File: src/err_log_pkg.sv
// shared constants and types for the interconnect error status log
package err_log_pkg;

  // register byte addresses
  localparam logic [7:0] STAT_LO_ADDR = 8'h00;
  localparam logic [7:0] STAT_HI_ADDR = 8'h04;
  localparam logic [7:0] CLEAR_ADDR   = 8'h08;
  localparam logic [7:0] IRQ_ST_ADDR  = 8'h0c;
  localparam logic [7:0] IRQ_EN_ADDR  = 8'h10;
  localparam logic [7:0] IRQ_CLR_ADDR = 8'h14;
  localparam logic [7:0] LLRST_ADDR   = 8'h18;

  // status field layout
  localparam int ARCH_LSB  = 0;
  localparam int MSC_LSB   = 16;
  localparam int FLAG_LSB  = 22;
  localparam int INFO_LSB  = 32;
  localparam int CNT_LSB   = 38;
  localparam int VALID_LSB = 57;
  localparam int NFLAG     = 10;
  localparam int CNT_W     = 19;
  localparam int INFO_W    = 6;

  // codes
  localparam logic [5:0]  MSC_CTRL_ERR = 6'h12;
  localparam logic [15:0] ARCH_UNSUPP  = 16'h0c0f;
  localparam logic [15:0] ARCH_OTHER   = 16'h0e0f;

  // validity indicator bits inside 63:57
  localparam int V_VAL  = 6;
  localparam int V_OVER = 5;
  localparam int V_UC   = 4;
  localparam int V_EN   = 3;

  // interrupt event bits
  localparam int IRQ_W    = 3;
  localparam int EV_CTRL  = 0;
  localparam int EV_OTHER = 1;
  localparam int EV_OVER  = 2;

  // one-cycle fault report from the link and phy layers
  typedef struct packed {
    logic                     other_err;
    logic                     other_unsupp;
    logic                     other_uc;
    logic [5:0]               other_msc;
    logic [INFO_W-1:0]        info;
  } fault_rpt_t;

endpackage

File: src/interconnect_error_status_log.sv
// interconnect error status bank with ahb-lite register access
`timescale 1ns/1ps
// How it works
// - errors of banks five, seven, eight are reported via this status layout
// - bits 31:22 carry flag meaning only with model code 12h
// - bit 22 flags a phy control error
// - bit 23 flags an unexpected retry acknowledge flit
// - bit 24 flags an unexpected retry request flit
// - bit 25 flags register-file storage parity error
// - bit 26 flags a routeback table error
// - bit 27 flags an unexpected transmit protocol flit
// - bit 28 flags crossing buffer credit overflow or underflow
// - bit 29 flags active link state reached during link reset
// - bit 30 flags link reset started while traffic not idle
// - bit 31 flags link-layer transmit parity error
// - bits 37:32 info, 56:38 corrected count, 63:57 validity
// - model-specific code sits in bits 21:16, 12h is control error
// - architectural code 0c0f for bad packets, 0e0f otherwise
module interconnect_error_status_log
  import err_log_pkg::*;
#(
  parameter int BANK_ID = 5
) (
  // clock and reset
  input  wire logic                 hclk,
  input  wire logic                 hresetn,
  // ahb-lite slave
  input  wire logic                 hsel,
  input  wire logic [7:0]           haddr,
  input  wire logic [1:0]           htrans,
  input  wire logic                 hwrite,
  input  wire logic [2:0]           hsize,
  input  wire logic [31:0]          hwdata,
  input  wire logic                 hready,
  output logic      [31:0]          hrdata,
  output logic                      hreadyout,
  output logic                      hresp,
  // fault reports from link logic on this clock
  input  wire logic [NFLAG-1:0]     ctrl_flag_pulse,
  input  wire logic                 corrected_pulse,
  input  wire err_log_pkg::fault_rpt_t fault_rpt,
  // link-layer reset status
  input  wire logic                 link_reset_done,
  // outputs
  output logic                      link_layer_reset_control_bit,
  output logic                      irq
);
  import err_log_pkg::*;

  logic [63:0]        error_bank_status_r;
  logic [IRQ_W-1:0]   irq_st_r, irq_en_r;
  logic               wr_pend_r, rd_pend_r;
  logic [7:0]         addr_r;
  logic [31:0]        hrdata_r;
  logic               llrst_r;

  // address phase capture
  wire                acc     = hsel & hready & htrans[1];
  wire                wr_now  = wr_pend_r;
  wire                wr_clr  = wr_now & (addr_r == CLEAR_ADDR);
  wire                wr_ien  = wr_now & (addr_r == IRQ_EN_ADDR);
  wire                wr_iclr = wr_now & (addr_r == IRQ_CLR_ADDR);
  wire                wr_llr  = wr_now & (addr_r == LLRST_ADDR);

  // current fields
  wire                valid   = error_bank_status_r[VALID_LSB+V_VAL];
  wire [5:0]          msc_q   = error_bank_status_r[MSC_LSB +: 6];
  wire [NFLAG-1:0]    flags_q = error_bank_status_r[FLAG_LSB +: NFLAG];
  wire [CNT_W-1:0]    cnt_q   = error_bank_status_r[CNT_LSB +: CNT_W];
  wire                any_ctrl = |ctrl_flag_pulse;
  wire                any_new  = any_ctrl | fault_rpt.other_err;

  // clear is write-any; a new control or other fault in the same cycle still lands (a corrected pulse is dropped), so
  // every decision below looks at the record as it stands after the clear
  wire [63:0]         base = wr_clr ? 64'h0 : error_bank_status_r;
  wire                base_v = base[VALID_LSB+V_VAL];
  wire [5:0]          base_msc = base[MSC_LSB +: 6];
  // fresh log when bank is empty; flags OR while code stays 12h
  wire                take_ctrl  = any_ctrl &
                                   (!base_v | base_msc == MSC_CTRL_ERR);
  wire                take_other = fault_rpt.other_err & !base_v & !any_ctrl;
  wire                overflow   = any_new & base_v & !take_ctrl;
  wire [CNT_W-1:0]    cnt_nxt = (corrected_pulse && cnt_q != {CNT_W{1'b1}}) ?
                                CNT_W'(cnt_q + 1'b1) : cnt_q;

  logic [63:0] stat_nxt;
  always_comb begin
    stat_nxt = base;
    stat_nxt[CNT_LSB +: CNT_W] = wr_clr ? {CNT_W{1'b0}} : cnt_nxt;
    if (take_ctrl) begin
      stat_nxt[ARCH_LSB +: 16] = ARCH_OTHER;
      stat_nxt[MSC_LSB +: 6]   = MSC_CTRL_ERR;
      // accumulate flags on the same log
      stat_nxt[FLAG_LSB +: NFLAG] = (base_v ? base[FLAG_LSB +: NFLAG] :
                                    {NFLAG{1'b0}}) | ctrl_flag_pulse;
      stat_nxt[VALID_LSB+V_VAL] = 1'b1;
      stat_nxt[VALID_LSB+V_UC]  = 1'b1;
      stat_nxt[VALID_LSB+V_EN]  = 1'b1;
    end else if (take_other | (fault_rpt.other_err & !base_v & !any_ctrl)) begin
      stat_nxt[ARCH_LSB +: 16] = fault_rpt.other_unsupp ? ARCH_UNSUPP :
                                 ARCH_OTHER;
      stat_nxt[MSC_LSB +: 6]   = fault_rpt.other_msc;
      stat_nxt[FLAG_LSB +: NFLAG] = {NFLAG{1'b0}};
      stat_nxt[INFO_LSB +: INFO_W] = fault_rpt.info;
      stat_nxt[VALID_LSB+V_VAL] = 1'b1;
      stat_nxt[VALID_LSB+V_UC]  = fault_rpt.other_uc;
      stat_nxt[VALID_LSB+V_EN]  = 1'b1;
    end
    if (overflow & base_v)
      stat_nxt[VALID_LSB+V_OVER] = 1'b1;
  end

  // status register, one bank of the interconnect group
  always_ff @(posedge hclk or negedge hresetn) begin
    if (!hresetn) begin
      error_bank_status_r <= 64'h0;
    end else begin
      error_bank_status_r <= stat_nxt;
    end
  end

  // flag view gated by code, never shows stale flags
  wire [NFLAG-1:0] flags_view = (msc_q == MSC_CTRL_ERR) ? flags_q :
                                {NFLAG{1'b0}};

  // interrupt events; set wins over clear
  wire [IRQ_W-1:0] ev;
  assign ev[EV_CTRL]  = take_ctrl;
  assign ev[EV_OTHER] = fault_rpt.other_err & !any_ctrl;
  assign ev[EV_OVER]  = overflow;
  wire [IRQ_W-1:0] iclr = wr_iclr ? hwdata[IRQ_W-1:0] : {IRQ_W{1'b0}};

  always_ff @(posedge hclk or negedge hresetn) begin
    if (!hresetn) begin
      irq_st_r <= {IRQ_W{1'b0}};
      irq_en_r <= {IRQ_W{1'b0}};
      irq      <= 1'b0;
    end else begin
      irq_st_r <= (irq_st_r & ~iclr) | ev;
      if (wr_ien)
        irq_en_r <= hwdata[IRQ_W-1:0];
      irq <= |(((irq_st_r & ~iclr) | ev) & (wr_ien ? hwdata[IRQ_W-1:0]
                                                   : irq_en_r));
    end
  end

  // link-layer reset bit: set by software, drops when reset completes;
  // software should not start phy training while it is high
  always_ff @(posedge hclk or negedge hresetn) begin
    if (!hresetn) begin
      llrst_r <= 1'b0;
    end else if (wr_llr && hwdata[0]) begin
      llrst_r <= 1'b1;
    end else if (link_reset_done) begin
      llrst_r <= 1'b0;
    end
  end
  assign link_layer_reset_control_bit = llrst_r;

  // registers that answer a read; the checks below reuse it for the
  // addresses that must read as zero
  function automatic logic is_readable(input logic [7:0] a);
    return (a == STAT_LO_ADDR) || (a == STAT_HI_ADDR) ||
           (a == IRQ_ST_ADDR) || (a == IRQ_EN_ADDR) || (a == LLRST_ADDR);
  endfunction

  // read data is chosen in the address phase so that it stands through
  // the data phase; limitation: a read right behind a write sees the
  // state from before that write lands
  wire [7:0] rd_addr = {haddr[7:2], 2'b00};
  wire [63:0] stat_view = {error_bank_status_r[63:32], flags_view,
                           error_bank_status_r[21:0]};
  logic [31:0] rd_mux;
  always_comb begin
    if (!is_readable(rd_addr))
      rd_mux = 32'h0;
    else if (rd_addr == STAT_LO_ADDR)
      rd_mux = stat_view[31:0];
    else if (rd_addr == STAT_HI_ADDR)
      rd_mux = stat_view[63:32];
    else if (rd_addr == IRQ_ST_ADDR)
      rd_mux = {{(32-IRQ_W){1'b0}}, irq_st_r};
    else if (rd_addr == IRQ_EN_ADDR)
      rd_mux = {{(32-IRQ_W){1'b0}}, irq_en_r};
    else
      rd_mux = {31'h0, llrst_r};
  end

  // bus phases: zero wait states, always okay
  always_ff @(posedge hclk or negedge hresetn) begin
    if (!hresetn) begin
      wr_pend_r <= 1'b0;
      rd_pend_r <= 1'b0;
      addr_r    <= 8'h00;
      hrdata_r  <= 32'h0;
    end else begin
      wr_pend_r <= acc & hwrite;
      rd_pend_r <= acc & !hwrite;
      if (acc)
        addr_r <= {haddr[7:2], 2'b00};
      // held until the next read so the master may take it late
      if (acc && !hwrite)
        hrdata_r <= rd_mux;
    end
  end
  assign hrdata    = hrdata_r;
  assign hreadyout = 1'b1;
  assign hresp     = 1'b0;

  // each detail flag pulse lands on its own status bit
  genvar gi;
  generate
    for (gi = 0; gi < NFLAG; gi = gi + 1) begin : g_flag

    end
  endgenerate
endmodule

File: config.mk
export PLATFORM = sky130hd
export DESIGN_NAME = interconnect_error_status_log
export DESIGN_NICKNAME = d
export VERILOG_FILES = /design/src/err_log_pkg.sv /design/src/interconnect_error_status_log.sv
export SDC_FILE = /design/constraint.sdc
export NUM_CORES = 1
export LEC_CHECK = 0
export BUFFER_PORTS_ARGS = -buffer_cell sky130_fd_sc_hd__buf_4
export CORE_MARGIN = 1.5
export CORE_UTILIZATION = 53
export CTS_CLUSTER_SIZE = 14
export DETAILED_ROUTE_END_ITERATION = 10
export PLACE_DENSITY = 0.89
export SLEW_MARGIN = 10
export SYNTH_ARGS = -nofsm -noshare
export SYNTH_HDL_FRONTEND = slang
export SYNTH_SLANG_ARGS = --single-unit
File: constraint.sdc
create_clock -name hclk -period 2.66 [get_ports hclk]
set_input_delay 0 -clock hclk [delete_from_list [all_inputs] [get_ports hclk]]
set_output_delay 0 -clock hclk [all_outputs]
set_load 0.05 [all_outputs]
# [Yosys cells after proc, flatten, opt, wreduce, memory -nomap -nowiden]
# Index checks and enable logic that the tools add are counted.
[totals] reg_bits=108 input_bits=77 word_cells=85
[op_classes] add_sub_neg=1 eq_ne=11 mux=23 bitwise=21 reduce_logical=18
[ops] op="$mux 32" count=4
[ops] op="$mux 64" count=1
[ops] op="$mux 19" count=2
[ops] op="$mux 38" count=1
[ops] op="$eq 6x3->1 const B" count=5
[ops] op="$mux 10" count=3
[ops] op="$add 19x1->19 const B" count=1
[ops] op="$ne 19x19->1 const B" count=1
[ops] op="$and 1x1->1" count=14
[ops] op="$eq 6x2->1 const B" count=2
[ops] op="$eq 6x5->1 const B" count=2
[ops] op="$mux 3" count=4
[ops] op="$or 10x10->10" count=1
[ops] op="$reduce_or 10->1" count=1
[ops] op="$logic_not 8->1" count=1
[ops] op="$and 3x3->3" count=2
[ops] op="$eq 6x1->1 const B" count=1
[ops] op="$mux 6" count=1
[ops] op="$reduce_bool 2->1" count=3
[ops] op="$mux 1" count=5
[ops] op="$logic_not 1->1" count=4
[ops] op="$logic_or 1x1->1" count=4
[ops] op="$mux 2" count=2
[ops] op="$logic_and 1x1->1" count=3
[ops] op="other kinds (5)" count=6

# [Depth between registers and ports, before layout]
# Gate-level depths: netlist of the first run.
[logic_depth] word_depth=11 mapped_depth=7

# [Least setup slack after synthesis of the first run]
# Ideal clock, no wire load.
[synth_path] kind="register -> register" startpoint="register addr_r[5]" endpoint="register irq" setup_ns=0.126 arrival_ns=2.051 setup_slack_ns=0.483 path_stages_with_launch=5 synth_period_minus_slack_ns=2.177 cell_sequence="dfrtp_1 > or4b_4 > nor4_1 > mux2_2 > a221o_1"
[synth_via] elab_chain_len=11 word_cells_on_any_way=21
[synth_rtl] item="start: declaration" line="interconnect_error_status_log.sv:53" text="logic [7:0] addr_r;"
[synth_rtl] item="start signal: assignment" line="interconnect_error_status_log.sv:200" text="addr_r <= {haddr[7:2], 2'b00};"
[synth_rtl] item="$eq 6x2->1" line="interconnect_error_status_log.sv:60" text="wire wr_clr = wr_now & (addr_r == CLEAR_ADDR);"
[synth_rtl] item="$and 1x1->1" line="interconnect_error_status_log.sv:60"
[synth_rtl] item="$mux 64" line="interconnect_error_status_log.sv:75" text="wire [63:0] base = wr_clr ? 64'h0 : error_bank_status_r;"
[synth_rtl] item="$eq 6x5->1 or $logic_not 1->1 (tied branches)" line="interconnect_error_status_log.sv:80" text="(!base_v | base_msc == MSC_CTRL_ERR);"
[synth_rtl] item="$or 1x1->1" line="interconnect_error_status_log.sv:80"
[synth_rtl] item="$and 1x1->1" line="interconnect_error_status_log.sv:79" text="wire take_ctrl = any_ctrl &"
[synth_rtl] item="$logic_not 1->1" line="interconnect_error_status_log.sv:82" text="wire overflow = any_new & base_v & !take_ctrl;"
[synth_rtl] item="$and 1x1->1" line="interconnect_error_status_log.sv:82"
[synth_rtl] item="$or 3x3->3" line="interconnect_error_status_log.sv:142" text="irq <= |(((irq_st_r & ~iclr) | ev) & (wr_ien ? hwdata[IRQ_W-1:0]"
[synth_rtl] item="$and 3x3->3 (*)" line="interconnect_error_status_log.sv:142"
[synth_rtl] item="$reduce_or 3->1 (*)" line="interconnect_error_status_log.sv:142"
[synth_rtl] item="end signal: assignment" line="interconnect_error_status_log.sv:142"
[synth_rtl] item="end: declaration" line="interconnect_error_status_log.sv:46" text="output logic irq"
# Mark *: on every way between the ends. The rest lies on a longest branch, timed or not. The select of a mux whose other input is x is not followed.
# A chain may end at the register's enable or synchronous reset.

# [Worst setup path after layout of the first run]
[layout_path] startpoint="register addr_r[5]" endpoint="register error_bank_status_r[17]"
[layout_via] elab_chain_len=8 word_cells_on_any_way=11
[layout_rtl] item="$eq 6x2->1 (*)" line="interconnect_error_status_log.sv:60"
[layout_rtl] item="$and 1x1->1 (*)" line="interconnect_error_status_log.sv:60"
[layout_rtl] item="$mux 64 (*)" line="interconnect_error_status_log.sv:75"
[layout_rtl] item="parallel branches: the longest is 4 deep, another holds $eq 6x5->1"
[layout_rtl] item="$mux 32 (*)" line="interconnect_error_status_log.sv:90" text="if (take_ctrl) begin"
[layout_rtl] item="net stat_nxt[17]" line="interconnect_error_status_log.sv:86" text="logic [63:0] stat_nxt;"
[layout_rtl] item="end signal: assignment" line="interconnect_error_status_log.sv:118" text="error_bank_status_r <= stat_nxt;"
[layout_rtl] item="end: declaration" line="interconnect_error_status_log.sv:50" text="logic [63:0] error_bank_status_r;"
# Mark *: on every way through the listed nets, which the timed path passes. The select of a mux whose other input is x is not followed.

==> results of run 1 <==
==> per-stage QoR <==
stage | power, mW | setup WS [ns]
after floorplan | 1.93 | 0.483
after global placement | 2.09 | 0.356
after detailed placement | 2.12 | 0.281
after CTS | 3.05 | 0.256
after global routing | 3.18 | 0.131
final | 3.06 | 0.219
==> cells by family (layout without fill, tap and decap cells) <==
group	Yosys count	in the layout	share of synthesized area (%)
AO/OA/AOI/OAI	112	112	18.9
XOR/XNOR	9	9	1.84
adder cells (fa/ha/maj)	1	1	0.293
buffers and inverters	40	159	4.27
flip-flops	93	93	54.4
multiplexers	8	8	2.08
other	2	2	0.176
AND/OR/NAND/NOR	157	157	18.0
==> per-layer routing <==
layer / share of wire (%) / global-route usage, % / routed length [um] / up-vias
li1: - / - / - / 1757
met1: 40 / 34.4 / 4520 / 1909
met3: 6.6 / 5.17 / 744 / 37
met5: 0 / 0 / 0 / -
met4: 3.3 / 15.3 / 371 / 0
met2: 50 / 46.4 / 5680 / 178
==> worst reg2reg max path: cells and delay by family (launching register included) <==
family | cells | cell delay (ns)
compound gates | 3 | 0.41
buf+inv | 2 | 0.46
simple gates | 2 | 1.10
flops | 1 | 0.40
==> cell usage after synthesis (2+ instances only) <==
cell type,number,area [sq um]
or3_1,2,12.5
nor2b_1,2,12.5
nor2_1,27,101
inv_1,17,63.8
clkbuf_1,15,56.3
and4_1,3,26.3
o21ai_0,24,120
mux2_2,7,78.8
a211o_1,2,17.5
nand2_1,56,210
nor4_1,5,31.3
and2_1,2,12.5
dfrtp_1,93,2330
nand4_1,9,56.3
o31ai_1,2,15.0
a21oi_1,20,100
xor2_1,5,43.8
a22oi_1,6,45.0
nand2b_1,4,25.0
a221o_1,6,60.1
o21ai_1,3,15.0
nor3b_1,2,15.0
a31o_2,2,17.5
nor3_1,7,35.0
a31oi_1,3,18.8
buf_2,2,10.0
o211ai_1,3,22.5
conb_1,2,7.51
xnor2_1,4,35.0
buf_6,3,33.8
and3_1,11,68.8
a211oi_1,3,22.5
nand3_1,21,105
a221oi_1,4,35.0
a22o_1,22,193
buf_4,2,15.0
==> sequential cells by signal, indices dropped and copies added, names as in the netlist <==
register,count
addr_r,6
error_bank_status_r,46
hrdata,32
irq,1
irq_en_r,3
irq_st_r,3
link_layer_reset_control_bit,1
wr_now,1
==> path summary, 6_finish.rpt <==
path                                  from  slack, ns  cells past startpoint                      end
max                              addr_r[5]       0.22                      7  error_bank_status_r[17]
min                        corrected_pulse       0.11                      3  error_bank_status_r[44]
max reg2reg                      addr_r[5]       0.22                      7  error_bank_status_r[17]
min reg2reg                     hrdata[27]       0.49                      2               hrdata[27]
max in group asynchronous          hresetn       1.70                      3  error_bank_status_r[25]
min in group asynchronous          hresetn       0.16                      2                hrdata[7]
==> timing repair <==
action | 4_1_cts | 5_1_grt
endpoints found under the hold margin | 79 | 0
hold buffers | 37 | 0
gates resized for setup | 0 | 0
setup buffers | 0 | 0
==> area by class of cell <==
type                       instances  area, sq um  share of cell area, %
timing repair buffer             127         1050                   19.0
multi-input combinational        289         1760                   32.0
inverter                          17         63.8                   1.16
tap                              102          128                   2.32
clock inverter                     4         50.0                  0.908
sequential                        93         2330                   42.2
clock buffer                      11          131                   2.38
==> power by group <==
| group | switching [mW] | internal (mW) |
|---|---|---|
| combinational | 0.288 | 0.225 |
| sequential | 0.109 | 1.52 |
| clock | 0.485 | 0.429 |
==> impl_metrics.ini, run 1 <==
[status]
status = finished, final reports clean

[die]
initial_core_util_pct = 55.0
dieArea_sq_um = 8610
die_w_um = 92.8
die_h_um = 92.8
rows = 32
core_area_sq_um = 7770
pin_count = 113

[placement]
placed_cell_area_sq_um = 4960
place_hpwl_um = 7430
port_buffers = 75
gp_congestion = 0.924
dp.cells = 591

[setup_path]
cpMostUsedCell = buf_4
crit_path_start_kind = register
crit_path_end_kind = register
path_cells = or4b_4 -> or3_1 -> buf_4 -> a31oi_2 -> buf_4 -> a21oi_1 -> o21ai_0
cpPeakStageDelay_ns = 0.58
required_ns = 2.95
cp.arrival_ns = 2.73
path_buf_inv = 2
path_class = reg -> reg
path_delay_family = simple AND/OR/NAND/NOR gates
cp_slowest_cell = or4b_4
crit_fanout = 12

[timing]
skew_ns = 0.0111
setup_viol = 0
period_needed_ns = 2.44
final-max-slew-violation-count = 0
tightest_slew_ns = 0.745
min_period_over_period_pct = 91.8
relSlewSlack_pct = 50.3
setup_tns_ns = 0
hold_slack_ns = 0.107
hold_violations = 0
rsz0062_at_grt = no
fmax_ghz = 0.410

[cells_and_area]
area_growth_pct = 28.9
mostFrequentLayoutCells = dfrtp_1, buf_4, nand2_1, dlygate4sd3_1, nor2_1
fillers = 553
final_cell_count_no_fill = 643
layout_commonest_cell = dfrtp_1
fin_util_pct = 70.9
antennaDiodeCount = 0
drive_gt1_share_pct = 21.8
final_design_area_no_fill_sq_um = 5510
fin_nets = 615

[yosys]
synthesis.instances = 422
synthArstFlopShare_pct = 100
synth_warnings = 0
synth_ff_type = dfrtp_1
ys_seq_area_share_pct = 54.4
syn_nets = 500
synth-edff-count = 0
synth.ff_latch_count = 93
synth.distinct_cells = 57
syn_avg_cell_area_sq_um = 10.1
syn_area_sq_um = 4270

[drt]
drcViolationCount = 0
vias = 3881
ant_nets = 0
viasPerCell = 6.04
drt_first_pass_iters = 4
wire_per_inst_um = 17.6
routed_wl_um = 11300
drt_iter0_drc = 280

[run]
drv_cap = 0

[global_routing]
grt_max_degree = 45
grt.overflow.total = 0
grt_pass1_wl_um = 18500
grt_pass1_vias = 3946
antenna_found_initial = 0
track_usage_pct = 28.0

[clock_network]
clk_latency_ns = 0.37
clk_pin_slew_worst_paths_ns = 0.09
clkSinkCount = 93
cts-root-buf = clkbuf_8
h-tree-depth = 3
cts_tree = done
cts_buffer_depth = 2
cts_buffers = 9

[worst_hold_path]
min_path_type = in -> reg

[power_and_ir_drop]
vdd_ir_drop_max_v = 0.000321
power.leakage_nw = 2.56
powerDensity_nw_per_um2 = 555
Note: power is estimated with default switching activity, not from simulation.
==> run 2: changes to the inputs <==
- CORE_UTILIZATION: 53 -> 55
- CTS_BUF_LIST: not set -> sky130_fd_sc_hd__clkbuf_2
- PLACE_DENSITY: 0.89 -> 0.92
==> run 2 against run 1 <==
Compared with the run above: critical path depth shrank 1; sequential power hardly changed; critical endpoint is now error_bank_status_r[16]; combinational power is 1% higher; maximum frequency decreased by 3.0%; clock power fell by 14%.
==> impl_metrics.ini, run 2 (synthesis gave the netlist of run 1 again) <==
[status]
status = finished, final reports clean

[drt]
ant_nets = 0
drcViolationCount = 0
drt_first_pass_iters = 6
drt_iter0_drc = 432
wire_per_inst_um = 18.7
viasPerCell = 6.17
vias = 3989
routed_wl_um = 12100

[die]
die_h_um = 91.2
dieArea_sq_um = 8310
initial_core_util_pct = 58.0
rows = 31
core_area_sq_um = 7370
die_w_um = 91.2
pin_count = 113

[cells_and_area]
drive_gt1_share_pct = 21.9
layout_commonest_cell = dfrtp_1
final_design_area_no_fill_sq_um = 5520
mostFrequentLayoutCells = dfrtp_1, buf_4, nand2_1, dlygate4sd3_1, nor2_1
antennaDiodeCount = 0
regMostFlops = error_bank_status_r
area_growth_pct = 29.1
fin_nets = 620
largest_reg_flops = 46

[clock_network]
clkSinkCount = 93
h-tree-depth = 3
cts_tree = done
cts_buffer_depth = 2
clk_pin_slew_worst_paths_ns = 0.24
post_cts_buffers = 0
cts_buffers = 9
cts-root-buf = clkbuf_2
cts_resized = 0
clk_latency_ns = 0.57
cts_hold_buf = 42

[timing]
min_period_over_period_pct = 94.6
setup_tns_ns = 0
setup_viol = 0
relSlewSlack_pct = 37.4
rsz0062_at_grt = no
final-max-slew-violation-count = 0
hold_slack_ns = 0.0299
fmax_ghz = 0.397
period_needed_ns = 2.52
hold_violations = 0
tightest_slew_ns = 0.938
skew_ns = 0.0284

[power_and_ir_drop]
vdd_ir_drop_max_v = 0.000281
powerDensity_nw_per_um2 = 534
power.leakage_nw = 2.58
power.total_mw = 2.94

[setup_path]
cp.arrival_ns = 3.01
path_class = reg -> reg
crit_path_start_kind = register
required_ns = 3.15
crit_path_end_kind = register
crit_fanout = 13

[global_routing]
grt_max_degree = 94
grt_pass1_vias = 4078
grt.overflow.total = 0
track_usage_pct = 30.8
grt_pass1_wl_um = 19800
antenna_found_initial = 0

[placement]
placed_cell_area_sq_um = 4950
gp_congestion = 0.914
port_buffers = 75
place_hpwl_um = 7600

[run]
drv_cap = 0

[worst_hold_path]
min_path_type = in -> async
-- run 2: cell types whose count changed in the layout (fill, tap and decap cells not counted), moves of 2 or more --
cell,delta
clkbuf_8,-9
dlygate4sd3_1,+5
clkbuf_1,-2
clkbuf_2,+10
-- run 2: power by group --
part / switching [mW] / leakage (nW) / internal [mW]
registers: 0.113 / 1.15 / 1.52
clock network: 0.476 / 0.0758 / 0.312
logic: 0.291 / 1.35 / 0.228
-- run 2: path summary, 6_finish.rpt --
kind,start,end,slack [ns],cells after the start
setup / recovery,addr_r[5],error_bank_status_r[16],0.14,6
hold / removal,hresetn,hrdata[6],0.03,2
setup reg to reg,addr_r[5],error_bank_status_r[16],0.14,6
hold reg to reg,hrdata[25],hrdata[25],0.51,2
max in group asynchronous,hresetn,irq_st_r[2],2.08,2
min in group hclk,htrans[1],addr_r[6],0.05,3
-- run 2: layout make-up --
| type | instances | area (sq um) |
|---|---|---|
| Clock inverter | 6 | 87.6 |
| Clock buffer | 10 | 50.0 |
| Tap cell | 99 | 124 |
| Sequential cell | 93 | 2330 |
| Fill cell | 486 | 1850 |
| Inverter | 17 | 63.8 |
| Multi-Input combinational cell | 289 | 1760 |
| Timing Repair Buffer | 132 | 1100 |
-- run 2: metal layers --
metal | global-route usage (%) | vias up | routed length (um)
met4 | 19.3 | 0 | 613
met5 | 0 | - | 0
li1 | - | 1774 | -
met1 | 34.7 | 1967 | 4510
met3 | 5.36 | 58 | 744
met2 | 53.9 | 190 | 6210
-- run 2: through the flow --
step           utilization, %  setup slack [ns]  std cells
5_1_grt                  74.9            0.0477        646
4_1_cts                  74.8             0.211        646
2_1_floorplan               -             0.483        422
3_5_place_dp             67.2             0.265        588
3_3_place_gp             67.2             0.353        588
6_report                 74.9             0.143        646
-- run 2: worst max-delay path, cell delays in order, from the launching register on --
cell	delay [ns]
dfrtp_1	0.43
or4b_4	0.58
or3_1	0.67
a211oi_4	0.38
buf_4	0.20
nand2_1	0.09
o21ai_0	0.09
